--- config.mk ---
export PLATFORM = sky130hd
export DESIGN_NAME = docc_clock_ctrl
export DESIGN_NICKNAME = d
export VERILOG_FILES = /design/src/docc_pkg.sv /design/src/docc_clock_ctrl.sv /design/src/docc_sync2.sv /design/src/docc_tick_div.sv
export SDC_FILE = /design/constraint.sdc
export NUM_CORES = 1
export LEC_CHECK = 0
export BUFFER_PORTS_ARGS = -buffer_cell sky130_fd_sc_hd__buf_2
export CAP_MARGIN = 20
export CORE_MARGIN = 3
export CORE_UTILIZATION = 55
export DETAILED_ROUTE_END_ITERATION = 8
export MAX_ROUTING_LAYER = met4
export PLACE_DENSITY = 0.8
export SLEW_MARGIN = 5
export SYNTH_ARGS = -nofsm -noshare
export SYNTH_HDL_FRONTEND = slang
export SYNTH_HIERARCHICAL = 1
export SYNTH_SLANG_ARGS = --single-unit
--- constraint.sdc ---
create_clock -name clk_sys -period 7.35 [get_ports clk_sys]
set_input_delay 0.735 -clock clk_sys [delete_from_list [all_inputs] [get_ports clk_sys]]
set_output_delay 0.735 -clock clk_sys [all_outputs]
set_load 0.02 [all_outputs]
--- src/docc_pkg.sv ---
// Constants shared by the dual oscillator clock controller files
// What this block does
// - Frequency code 11/10=8MHz, 01=4MHz, 00=2MHz
// - Bit 2 set picks slow source
// - Bit 1 enables the fast oscillator
// - Bit 0 enables the slow oscillator
// - Enable bits ignored in sleep or brown-out
// - Instruction clock is CPU clock over four
// - Slow and fast oscillators both start at power up
// - Slow oscillator stops in sleep, restarts on wake
// - Sleep stops both; idle keeps both, halts execution
// - Converter gets fixed 1MHz from fast clock
// - Full reset loads 0x03 into the register
// - Brown-out waits 2048 slow, 1024 fast periods
`default_nettype none

package docc_pkg;

  ////////////////////////////////////////////////////////////////////////
  // Rates
  localparam int CLK_HZ     = 100_000_000;
  localparam int FAST_8M_HZ = 8_000_000;
  localparam int FAST_4M_HZ = 4_000_000;
  localparam int FAST_2M_HZ = 2_000_000;
  localparam int SLOW_HZ    = 32_000;
  localparam int ADC_HZ     = 1_000_000;

  // Oscillator periods in system cycles, rounded down
  localparam int          DIV_W        = 12;
  localparam logic [11:0] FAST_8M_CYC  = 12'(CLK_HZ / FAST_8M_HZ);
  localparam logic [11:0] FAST_4M_CYC  = 12'(CLK_HZ / FAST_4M_HZ);
  localparam logic [11:0] FAST_2M_CYC  = 12'(CLK_HZ / FAST_2M_HZ);
  localparam logic [11:0] SLOW_CYC     = 12'(CLK_HZ / SLOW_HZ);

  // Fast periods per converter period, per frequency code
  localparam logic [11:0] ADC_DIV_8M   = 12'(FAST_8M_HZ / ADC_HZ);
  localparam logic [11:0] ADC_DIV_4M   = 12'(FAST_4M_HZ / ADC_HZ);
  localparam logic [11:0] ADC_DIV_2M   = 12'(FAST_2M_HZ / ADC_HZ);

  // CPU periods per instruction period
  localparam logic [11:0] INSTR_DIV    = 12'h004;

  // Start-up wait after brown-out, in oscillator periods
  localparam int STARTUP_SLOW_PERIODS = 2048;
  localparam int STARTUP_FAST_PERIODS = 1024;

  ////////////////////////////////////////////////////////////////////////
  // Register map
  localparam logic [7:0] CSC_ADDR      = 8'h38;
  localparam logic [4:0] CSC_RESET     = 5'h03;
  localparam int         CSC_SLOW_EN   = 0;
  localparam int         CSC_FAST_EN   = 1;
  localparam int         CSC_CPU_SEL   = 2;
  localparam int         CSC_FREQ_LO   = 3;
  localparam int         CSC_FREQ_HI   = 4;

  localparam logic [1:0] FREQ_2M       = 2'h0;
  localparam logic [1:0] FREQ_4M       = 2'h1;

  typedef enum logic [1:0] {
    DOCC_WAIT_SLOW,
    DOCC_WAIT_FAST,
    DOCC_RUN
  } docc_boot_t;

endpackage : docc_pkg

`default_nettype wire

--- src/docc_clock_ctrl.sv ---
// Dual oscillator clock controller top with its control register
`default_nettype none

module docc_clock_ctrl #(
  parameter int STARTUP_SLOW = docc_pkg::STARTUP_SLOW_PERIODS,
  parameter int STARTUP_FAST = docc_pkg::STARTUP_FAST_PERIODS
) (
  input  wire logic       clk_sys,
  input  wire logic       sys_rst,
  input  wire logic [7:0] reg_addr,
  input  wire logic       reg_wr_en,
  input  wire logic [7:0] reg_wr_data,
  input  wire logic       reg_rd_en,
  output var  logic [7:0] reg_rd_data,
  input  wire logic       sleep_state,
  input  wire logic       idle_state,
  input  wire logic       brownout_reset,
  output var  logic       fast_clock,
  output var  logic       slow_clock,
  output var  logic       cpu_core_clock,
  output var  logic       instruction_clock,
  output var  logic       adc_sample_clock,
  output var  logic       fast_osc_running,
  output var  logic       slow_osc_running,
  output var  logic       cpu_released
);

  // Start-up counter wide enough for the longer of the two waits
  localparam int BOOT_W = $clog2(STARTUP_SLOW > STARTUP_FAST ?
                                 STARTUP_SLOW : STARTUP_FAST) + 1;
  localparam logic [BOOT_W-1:0] BOOT_SLOW_LAST =
    BOOT_W'(STARTUP_SLOW - 1);
  localparam logic [BOOT_W-1:0] BOOT_FAST_LAST =
    BOOT_W'(STARTUP_FAST - 1);

  // Register, divider, switch and start-up state
  logic [4:0]              csc_reg;
  logic                    bor_sync;
  logic                    fast_tick;
  logic                    slow_tick;
  logic                    adc_tick;
  logic                    instr_tick;
  logic [11:0]             fast_period;
  logic [11:0]             adc_ratio;
  logic                    fast_run_reg;
  logic                    slow_run_reg;
  logic                    sel_active_reg;
  logic                    hold_reg;
  logic                    cpu_tick_reg;
  logic                    released_reg;
  logic [BOOT_W-1:0]       boot_cnt_reg;
  docc_pkg::docc_boot_t    boot_state_reg;
  logic                    csc_hit;
  logic                    enables_locked;
  logic                    old_tick;
  logic                    old_running;
  logic                    instr_run;

  ////////////////////////////////////////////////////////////////////////
  // Brown-out detector level comes from the analog side
  docc_sync2 u_bor_sync (
    .clk_sys  (clk_sys),
    .sys_rst  (sys_rst),
    .async_in (brownout_reset),
    .sync_out (bor_sync)
  );

  // Single register, so a full address match selects it
  assign csc_hit        = reg_addr == docc_pkg::CSC_ADDR;
  assign enables_locked = sleep_state | bor_sync;

  ////////////////////////////////////////////////////////////////////////
  // Control register; brown-out holds it at its reset value
  always_ff @(posedge clk_sys or posedge sys_rst) begin
    if (sys_rst) begin
      csc_reg <= docc_pkg::CSC_RESET;
    end else if (bor_sync) begin
      csc_reg <= docc_pkg::CSC_RESET;
    end else if (reg_wr_en && csc_hit) begin
      csc_reg[docc_pkg::CSC_FREQ_HI:docc_pkg::CSC_CPU_SEL] <=
        reg_wr_data[docc_pkg::CSC_FREQ_HI:docc_pkg::CSC_CPU_SEL];
      // Enable bits frozen while asleep or browned out
      if (!enables_locked) begin
        csc_reg[docc_pkg::CSC_FAST_EN] <=
          reg_wr_data[docc_pkg::CSC_FAST_EN];
        csc_reg[docc_pkg::CSC_SLOW_EN] <=
          reg_wr_data[docc_pkg::CSC_SLOW_EN];
      end
    end
  end

  // Registered read; other addresses answer zero
  always_ff @(posedge clk_sys or posedge sys_rst) begin
    if (sys_rst) begin
      reg_rd_data <= 8'h00;
    end else if (reg_rd_en && csc_hit) begin
      reg_rd_data <= {3'h0, csc_reg};
    end else begin
      reg_rd_data <= 8'h00;
    end
  end

  ////////////////////////////////////////////////////////////////////////
  // Fast run state; stopping on brown-out gives a full restart period
  always_ff @(posedge clk_sys or posedge sys_rst) begin
    if (sys_rst) begin
      fast_run_reg <= 1'b0;
    end else begin
      fast_run_reg <= csc_reg[docc_pkg::CSC_FAST_EN] & ~sleep_state &
                      ~bor_sync;
    end
  end

  // Slow run state: stopped in sleep, back on its own at wake
  always_ff @(posedge clk_sys or posedge sys_rst) begin
    if (sys_rst) begin
      slow_run_reg <= 1'b0;
    end else begin
      slow_run_reg <= csc_reg[docc_pkg::CSC_SLOW_EN] & ~sleep_state &
                      ~bor_sync;
    end
  end

  // Fast period per frequency code; both top codes give 8MHz
  always_comb begin
    case (csc_reg[docc_pkg::CSC_FREQ_HI:docc_pkg::CSC_FREQ_LO])
      docc_pkg::FREQ_2M: begin
        fast_period = docc_pkg::FAST_2M_CYC;
        adc_ratio   = docc_pkg::ADC_DIV_2M;
      end
      docc_pkg::FREQ_4M: begin
        fast_period = docc_pkg::FAST_4M_CYC;
        adc_ratio   = docc_pkg::ADC_DIV_4M;
      end
      default: begin
        fast_period = docc_pkg::FAST_8M_CYC;
        adc_ratio   = docc_pkg::ADC_DIV_8M;
      end
    endcase
  end

  ////////////////////////////////////////////////////////////////////////
  // Oscillator models as enable pulses at the oscillator rate
  docc_tick_div #(.W(docc_pkg::DIV_W)) u_fast_osc (
    .clk_sys (clk_sys),
    .sys_rst (sys_rst),
    .run     (fast_run_reg),
    .step    (1'b1),
    .modulus (fast_period),
    .tick    (fast_tick)
  );

  // Slow one runs from reset with no software help
  docc_tick_div #(.W(docc_pkg::DIV_W)) u_slow_osc (
    .clk_sys (clk_sys),
    .sys_rst (sys_rst),
    .run     (slow_run_reg),
    .step    (1'b1),
    .modulus (docc_pkg::SLOW_CYC),
    .tick    (slow_tick)
  );

  // Converter clock counts fast periods, so it stays at 1MHz
  docc_tick_div #(.W(docc_pkg::DIV_W)) u_adc_div (
    .clk_sys (clk_sys),
    .sys_rst (sys_rst),
    .run     (fast_run_reg),
    .step    (fast_tick),
    .modulus (adc_ratio),
    .tick    (adc_tick)
  );

  ////////////////////////////////////////////////////////////////////////
  // Start-up wait after reset or brown-out
  always_ff @(posedge clk_sys or posedge sys_rst) begin
    if (sys_rst) begin
      boot_state_reg <= docc_pkg::DOCC_WAIT_SLOW;
      boot_cnt_reg   <= '0;
      released_reg   <= 1'b0;
    end else if (bor_sync) begin
      // Brown-out restarts the wait from the slow count
      boot_state_reg <= docc_pkg::DOCC_WAIT_SLOW;
      boot_cnt_reg   <= '0;
      released_reg   <= 1'b0;
    end else begin
      // Periods are counted on whole oscillator ticks
      case (boot_state_reg)
        docc_pkg::DOCC_WAIT_SLOW: begin
          if (slow_tick) begin
            if (boot_cnt_reg == BOOT_SLOW_LAST) begin
              boot_state_reg <= docc_pkg::DOCC_WAIT_FAST;
              boot_cnt_reg   <= '0;
            end else begin
              boot_cnt_reg <= boot_cnt_reg + BOOT_W'(1);
            end
          end
        end
        docc_pkg::DOCC_WAIT_FAST: begin
          if (fast_tick) begin
            if (boot_cnt_reg == BOOT_FAST_LAST) begin
              boot_state_reg <= docc_pkg::DOCC_RUN;
              boot_cnt_reg   <= '0;
              released_reg   <= 1'b1;
            end else begin
              boot_cnt_reg <= boot_cnt_reg + BOOT_W'(1);
            end
          end
        end
        docc_pkg::DOCC_RUN: begin
          released_reg <= 1'b1;
        end
        default: begin
          boot_state_reg <= docc_pkg::DOCC_WAIT_SLOW;
          boot_cnt_reg   <= '0;
          released_reg   <= 1'b0;
        end
      endcase
    end
  end

  ////////////////////////////////////////////////////////////////////////
  // Source switch waits for the old period to end, then drops the
  // first new pulse: a free-running source may be mid-period
  assign old_tick    = sel_active_reg ? slow_tick : fast_tick;
  assign old_running = sel_active_reg ? slow_run_reg : fast_run_reg;

  always_ff @(posedge clk_sys or posedge sys_rst) begin
    if (sys_rst) begin
      sel_active_reg <= 1'b0;
      hold_reg       <= 1'b0;
    end else if (sel_active_reg != csc_reg[docc_pkg::CSC_CPU_SEL]) begin
      if (old_tick || !old_running) begin
        sel_active_reg <= csc_reg[docc_pkg::CSC_CPU_SEL];
        hold_reg       <= 1'b1;
      end
    end else if (hold_reg && (old_tick || !old_running)) begin
      hold_reg <= 1'b0;
    end
  end

  // CPU clock pulse from the active source
  always_ff @(posedge clk_sys or posedge sys_rst) begin
    if (sys_rst) begin
      cpu_tick_reg <= 1'b0;
    end else begin
      cpu_tick_reg <= released_reg & ~hold_reg & old_tick &
                      (sel_active_reg == csc_reg[docc_pkg::CSC_CPU_SEL]);
    end
  end

  ////////////////////////////////////////////////////////////////////////
  // Instruction clock: every fourth CPU pulse, halted in idle
  assign instr_run = released_reg & ~idle_state & ~sleep_state;

  docc_tick_div #(.W(docc_pkg::DIV_W)) u_instr_div (
    .clk_sys (clk_sys),
    .sys_rst (sys_rst),
    .run     (instr_run),
    .step    (cpu_tick_reg),
    .modulus (docc_pkg::INSTR_DIV),
    .tick    (instr_tick)
  );

  ////////////////////////////////////////////////////////////////////////
  // Clock pulse outputs, one cycle late so every output is a flop
  always_ff @(posedge clk_sys or posedge sys_rst) begin
    if (sys_rst) begin
      fast_clock        <= 1'b0;
      slow_clock        <= 1'b0;
      cpu_core_clock    <= 1'b0;
      instruction_clock <= 1'b0;
      adc_sample_clock  <= 1'b0;
    end else begin
      fast_clock        <= fast_tick;
      slow_clock        <= slow_tick;
      cpu_core_clock    <= cpu_tick_reg;
      instruction_clock <= instr_tick;
      adc_sample_clock  <= adc_tick;
    end
  end

  // Oscillator status outputs
  always_ff @(posedge clk_sys or posedge sys_rst) begin
    if (sys_rst) begin
      fast_osc_running  <= 1'b0;
      slow_osc_running  <= 1'b0;
    end else begin
      fast_osc_running  <= fast_run_reg;
      slow_osc_running  <= slow_run_reg;
    end
  end

  // Start-up status output
  always_ff @(posedge clk_sys or posedge sys_rst) begin
    if (sys_rst) begin
      cpu_released      <= 1'b0;
    end else begin
      cpu_released      <= released_reg;
    end
  end

endmodule : docc_clock_ctrl

`default_nettype wire

--- src/docc_sync2.sv ---
// Two-stage synchroniser for one asynchronous level
`default_nettype none

module docc_sync2 (
  input  wire logic clk_sys,
  input  wire logic sys_rst,
  input  wire logic async_in,
  output var  logic sync_out
);

  logic meta_reg;

  ////////////////////////////////////////////////////////////////////////
  // First stage feeds only the second
  always_ff @(posedge clk_sys or posedge sys_rst) begin
    if (sys_rst) begin
      meta_reg <= 1'b0;
      sync_out <= 1'b0;
    end else begin
      meta_reg <= async_in;
      sync_out <= meta_reg;
    end
  end

endmodule : docc_sync2

`default_nettype wire

--- src/docc_tick_div.sv ---
// Enable-pulse divider: one pulse every modulus steps while running
`default_nettype none

module docc_tick_div #(
  parameter int W = 12
) (
  input  wire logic         clk_sys,
  input  wire logic         sys_rst,
  input  wire logic         run,
  input  wire logic         step,
  input  wire logic [W-1:0] modulus,
  output var  logic         tick
);

  logic [W-1:0] count_reg;

  ////////////////////////////////////////////////////////////////////////
  // Stopping clears the phase so a restart gives a full first period
  always_ff @(posedge clk_sys or posedge sys_rst) begin
    if (sys_rst) begin
      count_reg <= '0;
      tick      <= 1'b0;
    end else if (!run) begin
      count_reg <= '0;
      tick      <= 1'b0;
    end else if (step) begin
      if (count_reg >= modulus - W'(1)) begin
        count_reg <= '0;
        tick      <= 1'b1;
      end else begin
        count_reg <= count_reg + W'(1);
        tick      <= 1'b0;
      end
    end else begin
      tick <= 1'b0;
    end
  end

endmodule : docc_tick_div

`default_nettype wire

== After elaboration in Yosys (flattened, before gate mapping) ==
Index checks and enable logic that the tools add are counted.

* Add/sub/neg operators: 7
* Multipliers: 0
* Divide/modulo/power cells: 0
* $lt $le $gt $ge: 4
* Equal/unequal tests: 18
* Shift-type cells: 0
* Muxes and demuxes: 47
* Bitwise logic cells: 14
* Reductions and logical operators: 15

{| class="wikitable"
|+ Operators with widths
! kind !! count
|-
| 12-bit 2-to-1 mux || 15
|-
| 12-bit by 1-bit adder with 12-bit output, second input constant || 5
|-
| 12-bit one-hot mux with 3 select lines || 1
|-
| 12-bit >= comparator || 2
|-
| 1-bit 2-to-1 mux || 18
|-
| 5-bit 2-to-1 mux || 3
|-
| 12-bit by 10-bit == test with 1-bit output, second input constant || 1
|-
| 12-bit by 11-bit == test with 1-bit output, second input constant || 1
|-
| 12-bit >= comparator, second input constant || 1
|-
| 12-bit by 2-bit >= comparator with 1-bit output, second input constant || 1
|-
| 2-bit 2-to-1 mux || 6
|-
| 6-bit one-hot mux with 2 select lines || 1
|-
| 2-bit by 1-bit != test with 1-bit output, second input constant || 5
|-
| 1-bit bitwise AND || 9
|-
| 8-bit by 6-bit == test with 1-bit output, second input constant || 1
|-
| 4-bit one-hot mux with 2 select lines || 1
|-
| 6-bit by 1-bit subtractor with 7-bit output, second input constant || 1
|-
| 3-bit by 1-bit != test with 1-bit output, second input constant || 2
|-
| 3-bit by 2-bit != test with 1-bit output, second input constant || 2
|-
| 2-bit one-hot mux with 3 select lines || 1
|-
| 2-bit AND reduction || 3
|-
| 3-bit AND reduction || 2
|-
| 5-bit AND reduction || 1
|-
| 4-bit by 1-bit subtractor with 5-bit output, second input constant || 1
|-
| other kinds (13) || 21
|}

* Bits in registers: 95
* Latch bits: 0
* Bits in writable memories: 0
* Memory bits (read-only): 0
* Bits of input ports: 23
* Output and inout port bits: 16
* Memories kept: 0

== Depth between registers and ports, before layout ==
* Word-level depth: 7
* Mapped depth: 14

== Hierarchy ==
The synthesis kept the hierarchy.

{| class="wikitable"
|+ By module, submodules not included
! module !! instances !! cells each !! area each (µm²)
|-
| docc_tick_div at u_fast_osc ... || 3 || 138 || 1,193.6
|-
| docc_clock_ctrl || 1 || 187 || 1,893.1
|-
| docc_tick_div at u_adc_div || 1 || 137 || 1,176.1
|-
| docc_sync2 || 1 || 3 || 53.8
|}

== Least setup slack after synthesis ==
Ideal clock, no wire load.

* Path type: register to register
* Start: register csc_reg[4]
* End: register u_fast_osc.count_reg[10]
* Setup time: 0.094 ns
* Data arrival time: 2.750 ns
* Required time: 7.256 ns
* Setup slack: 4.506 ns
* Cell stages (with the launch flop): 14
* Buffers on the path: 0
* Clock period less this slack: 2.844 ns
* Cell sequence: dfrtp_1 -> inv_1 -> nand2_1 -> inv_1 -> or4_4 -> nor2_2 -> nand2_1 -> nor2_1 -> xnor2_1 -> ha_1 -> a21oi_1 -> o21ai_1 -> o21bai_2 -> a211oi_1

* Longest elaborated chain between the ends: 6

{| class="wikitable"
|+ RTL lines
! item !! RTL line !! text
|-
| start, declared || docc_clock_ctrl.sv:37 || <nowiki>logic [4:0] csc_reg;</nowiki>
|-
| start signal, assigned || docc_clock_ctrl.sv:76 || <nowiki>csc_reg <= docc_pkg::CSC_RESET;</nowiki>
|-
| start signal, assigned || docc_clock_ctrl.sv:78 || <nowiki>csc_reg <= docc_pkg::CSC_RESET;</nowiki>
|-
| start signal, assigned by index || docc_clock_ctrl.sv:80 || <nowiki>csc_reg[docc_pkg::CSC_FREQ_HI:docc_pkg::CSC_CPU_SEL] <=</nowiki>
|-
| 2-bit by 1-bit == test with 1-bit output / 2-bit logical NOT (equally long branches) || docc_clock_ctrl.sv:126 || <nowiki>case (csc_reg[docc_pkg::CSC_FREQ_HI:docc_pkg::CSC_FREQ_LO])</nowiki>
|-
| 6-bit one-hot mux with 2 select lines * || docc_clock_ctrl.sv:126 ||
|-
| named net fast_period[4] || docc_clock_ctrl.sv:43 || <nowiki>logic [11:0] fast_period;</nowiki>
|-
| 6-bit by 1-bit subtractor with 7-bit output * || docc_tick_div.sv:27 || <nowiki>if (count_reg >= modulus - W'(1)) begin</nowiki>
|-
| 12-bit >= comparator * || docc_tick_div.sv:27 ||
|-
| 12-bit 2-to-1 mux * || docc_tick_div.sv:27 ||
|-
| 12-bit 2-to-1 mux * || docc_tick_div.sv:23 || <nowiki>end else if (!run) begin</nowiki>
|-
| end signal, assigned || docc_tick_div.sv:31 || <nowiki>count_reg <= count_reg + W'(1);</nowiki>
|-
| end, declared || docc_tick_div.sv:15 || <nowiki>logic [W-1:0] count_reg;</nowiki>
|}

The timed path passes the listed nets; every way through them passes the cells marked *.
A chain may end at the register's enable or synchronous reset.

== Final worst setup path ==
Same ends and word-level chain as after synthesis.

==> impl_metrics.prom <==
# TYPE chip_impl_metric gauge
chip_impl_metric{name="cp.arrival",unit="ns"} 3.84
chip_impl_metric{name="netlist.area_leader.share",unit=""} 0.336
chip_impl_metric{name="ys_seq_elements",unit=""} 92
chip_impl_info{name="timing.hold.worst.class",value="primary input to asynchronous set/reset pin"} 1
chip_impl_info{name="synth_most_common_cell",value="dfrtp_1"} 1
chip_impl_info{name="timing.critical_path.slowest_stage_cell",value="dfrtp_1"} 1
chip_impl_info{name="crit_path_start_kind",value="flop"} 1
chip_impl_metric{name="final_hold_vio_count",unit=""} 0
chip_impl_metric{name="core_area",unit="um2"} 11700
chip_impl_metric{name="dp_hpwl",unit="um"} 10100
chip_impl_metric{name="tritoncts.num_buffers",unit=""} 9
chip_impl_metric{name="synth_edf_count",unit=""} 0
chip_impl_metric{name="wirelength",unit="um"} 13600
chip_impl_metric{name="total_leakage_power",unit="nW"} 3.49
chip_impl_metric{name="hold_buffers_post_cts",unit=""} 0
chip_impl_metric{name="synth.avg_cell_area",unit="um2"} 9.05
chip_impl_metric{name="antenna_cells",unit=""} 0
chip_impl_metric{name="fin_setup_tns",unit="ns"} 0
chip_impl_metric{name="fraction_of_the_cycle_the_final_worst_path_needs",unit=""} 0.491
chip_impl_info{name="synth_area_leader_cell",value="dfrtp_1"} 1
chip_impl_metric{name="core.rowCount",unit=""} 39
chip_impl_info{name="critPathTopFamily",value="simple AND/OR/NAND/NOR gates"} 1
chip_impl_info{name="cts-root-buf",value="clkbuf_16"} 1
chip_impl_metric{name="yosysWarnings",unit=""} 6
chip_impl_metric{name="globalRouteOverflowTotal",unit=""} 0
chip_impl_metric{name="numPlacedInstances",unit=""} 1020
chip_impl_metric{name="slew_headroom",unit=""} 0.431
chip_impl_metric{name="clock_skew",unit="ns"} 0.00739
chip_impl_metric{name="cts_repair_resize_count",unit=""} 0
chip_impl_metric{name="finish.cell_count_without_fillers",unit=""} 1036
chip_impl_metric{name="vdd.ir_drop.worst",unit="mV"} 0.101
chip_impl_metric{name="maximum_fanout_encountered_on_the_critical_timing_path",unit=""} 12
chip_impl_metric{name="placed_area",unit="um2"} 7410
chip_impl_metric{name="clk_pin_slew",unit="ns"} 0.07
chip_impl_metric{name="yosysSeqAreaShare",unit=""} 0.344
chip_impl_info{name="synth_ff_type",value="dfrtp_1"} 1
chip_impl_metric{name="max_freq",unit="MHz"} 277
chip_impl_info{name="grt_setup_unrepaired",value="no"} 1
chip_impl_metric{name="port_buffers",unit=""} 32
chip_impl_metric{name="timing.max_cap.violations",unit=""} 0
chip_impl_metric{name="floorplan.die.width",unit="um"} 116
chip_impl_metric{name="critical_path.n_buffers_inverters",unit=""} 2
chip_impl_metric{name="wire_per_inst",unit="um"} 13.1
chip_impl_metric{name="fraction_of_layout_cells_with_a_size_suffix_above_1",unit=""} 0.116
chip_impl_metric{name="detail_route.iter0.violations",unit=""} 349
chip_impl_metric{name="finalSetupViolCount",unit=""} 0
chip_impl_metric{name="post_synth_design_cell_area",unit="um2"} 6700
chip_impl_metric{name="floorplan.initialDensity",unit=""} 0.575
chip_impl_metric{name="grt_pass1_wl",unit="um"} 24100
chip_impl_metric{name="critPathMaxStageDelay",unit="ns"} 0.59
chip_impl_metric{name="power",unit="mW"} 1.08
chip_impl_metric{name="number_of_h_tree_branching_levels",unit=""} 3
chip_impl_metric{name="yosys.cell_types.count",unit=""} 68
chip_impl_info{name="clock_tree_from_tritoncts",value="built"} 1
chip_impl_info{name="cells_along_the_critical_path",value="inv_1, nand2_1, inv_1, or4_4, nor2_2, nand2_1, nor2_1, xnor2_1, ha_1, a21oi_1, o21ai_1, o21bai_2, a211oi_1"} 1
chip_impl_info{name="ys_top_cells_by_area",value="dfrtp_1 34%, ha_1 11%, xnor2_1 5.2%"} 1
chip_impl_info{name="end_kind",value="flop"} 1
chip_impl_metric{name="power_per_cell_area",unit="nW/um2"} 140
chip_impl_metric{name="all_layer_gr_usage",unit=""} 0.225
chip_impl_metric{name="syn2layout_area_growth",unit="%"} 15.0
chip_impl_info{name="critPathKind",value="flop to flop"} 1
chip_impl_metric{name="utilization",unit=""} 0.661
chip_impl_metric{name="clock_path_buffers",unit=""} 2
chip_impl_metric{name="synthArstFlopShare",unit=""} 1.00
chip_impl_metric{name="drt_drc_violations_left",unit=""} 0
chip_impl_metric{name="number_of_instances_in_the_synthesized_netlist",unit=""} 741
chip_impl_metric{name="place.gp.congestion",unit=""} 0.819
chip_impl_metric{name="design.final.nets",unit=""} 972
chip_impl_metric{name="drt-vias-per-instance",unit=""} 5.35
chip_impl_metric{name="grt_antenna_before_repair",unit=""} 0
chip_impl_metric{name="dieHeight",unit="um"} 116
chip_impl_metric{name="vias_in_the_first_global_route",unit=""} 5448
chip_impl_metric{name="maximum_number_of_pins_on_one_net_before_global_route_repair",unit=""} 38
chip_impl_metric{name="drv_slew",unit=""} 0
chip_impl_metric{name="cts_num_sinks",unit=""} 92
chip_impl_metric{name="worst_pin_slew",unit="ns"} 0.854
chip_impl_metric{name="final_cell_area",unit="um2"} 7710
chip_impl_metric{name="fin_crit",unit="ns"} 3.61
chip_impl_metric{name="detail_route.first_pass.iterations",unit=""} 5
chip_impl_info{name="synth.cells.most_frequent",value="90 x dfrtp_1, 73 x nand2_1, 61 x ha_1"} 1
chip_impl_metric{name="dieArea",unit="um2"} 13600
chip_impl_metric{name="postCtsSetupRepairBufs",unit=""} 0
chip_impl_info{name="run_status",value="finished clean"} 1
chip_impl_metric{name="boundaryPins",unit=""} 39
chip_impl_metric{name="worstSkewPairLatency",unit="ns"} 0.34
chip_impl_metric{name="total_number_of_vias",unit=""} 5546
chip_impl_metric{name="cp.required",unit="ns"} 7.58
chip_impl_metric{name="drtAntennaViolNets",unit=""} 0
## layout by cell type (no fill, tap or decap), drive strengths merged, types with 6 or more instances in the layout
master,count
buf,33
a21oi,33
o21ai,41
clkbuf,10
conb,127
nor2,61
mux2i,9
nand2,78
nor3,42
nand3,17
or4,8
o311ai,6
ha,61
nand2b,9
inv,51
a211oi,32
and4,10
o21bai,6
xor2,24
nand4,22
nor2b,6
a31oi,6
xnor2,40
dfrtp,90
and3,7
## layout make-up
cell class | instances | area [um2]
fill | 986 | 3950
clock inverter | 6 | 71.3
inverter | 50 | 188
sequential | 92 | 2300
multi-input combinational | 702 | 4570
timing repair buffer | 33 | 168
tap | 143 | 179
clock buffer | 10 | 229
## path summary, 6_finish.rpt
path	from	end	slack [ns]	cells past startpoint
worst max-delay path	csc_reg[4]$_DFFE_PP0P_	u_fast_osc/count_reg[10]$_DFFE_PP0P_	3.74	13
max in group asynchronous	sys_rst	csc_reg[0]$_DFFE_PP1P_	6.40	3
worst max register to register	csc_reg[4]$_DFFE_PP0P_	u_fast_osc/count_reg[10]$_DFFE_PP0P_	3.74	13
worst min-delay path	sys_rst	fast_clock$_DFF_PP0_	0.31	2
min in group clk_sys	u_instr_div/tick$_DFF_PP0_	instruction_clock$_DFF_PP0_	0.35	0
worst min register to register	u_instr_div/tick$_DFF_PP0_	instruction_clock$_DFF_PP0_	0.35	0
## worst reg2reg max path, stage by stage, from the launching register on
cell      delay (ns)
dfrtp_1         0.59
inv_1           0.19
nand2_1         0.19
inv_1           0.16
or4_4           0.57
nor2_2          0.12
nand2_1         0.14
nor2_1          0.16
xnor2_1         0.08
ha_1            0.31
a21oi_1         0.15
o21ai_1         0.17
o21bai_2        0.33
a211oi_1        0.32
## kinds of logic (layout without fill, tap and decap cells)
family / Yosys count / count (layout) / synth area share
simple gates: 291 / 291 / 0.248
compound gates: 147 / 147 / 0.147
flops: 92 / 92 / 0.344
buf+inv: 72 / 99 / 0.0442
xor+xnor: 64 / 64 / 0.0836
fa+ha+maj: 61 / 61 / 0.114
mux: 12 / 12 / 0.0185
other cells: 2 / 127 / 0.00112
## routing by layer
layer | part of all wire | wire length (um) | vias up | track usage
met2 | 0.47 | 6430 | 104 | 0.362
met5 | 0 | 0 | - | -
met4 | 0.015 | 210 | 0 | 0.0650
li1 | - | - | 2842 | -
met1 | 0.47 | 6400 | 2575 | 0.286
met3 | 0.040 | 546 | 25 | 0.0482
## where the power goes
group          switching (mW)  total [mW]  internal [mW]  leakage [nW]
Combinational          0.0610      0.0930         0.0320          2.08
Clock                   0.200       0.467          0.267         0.145
Sequential            0.00991       0.523          0.513          1.27
## stage by stage
| stage | setup WS (ns) | hold WS (ns) |
|---|---|---|
| floorplan | 4.51 | 0.331 |
| global placement | 3.86 | 0.332 |
| detailed placement | 3.83 | 0.336 |
| CTS | 3.77 | 0.300 |
| global route | 3.39 | 0.304 |
| finish | 3.74 | 0.312 |
Note: power is estimated with default switching activity, not from simulation.
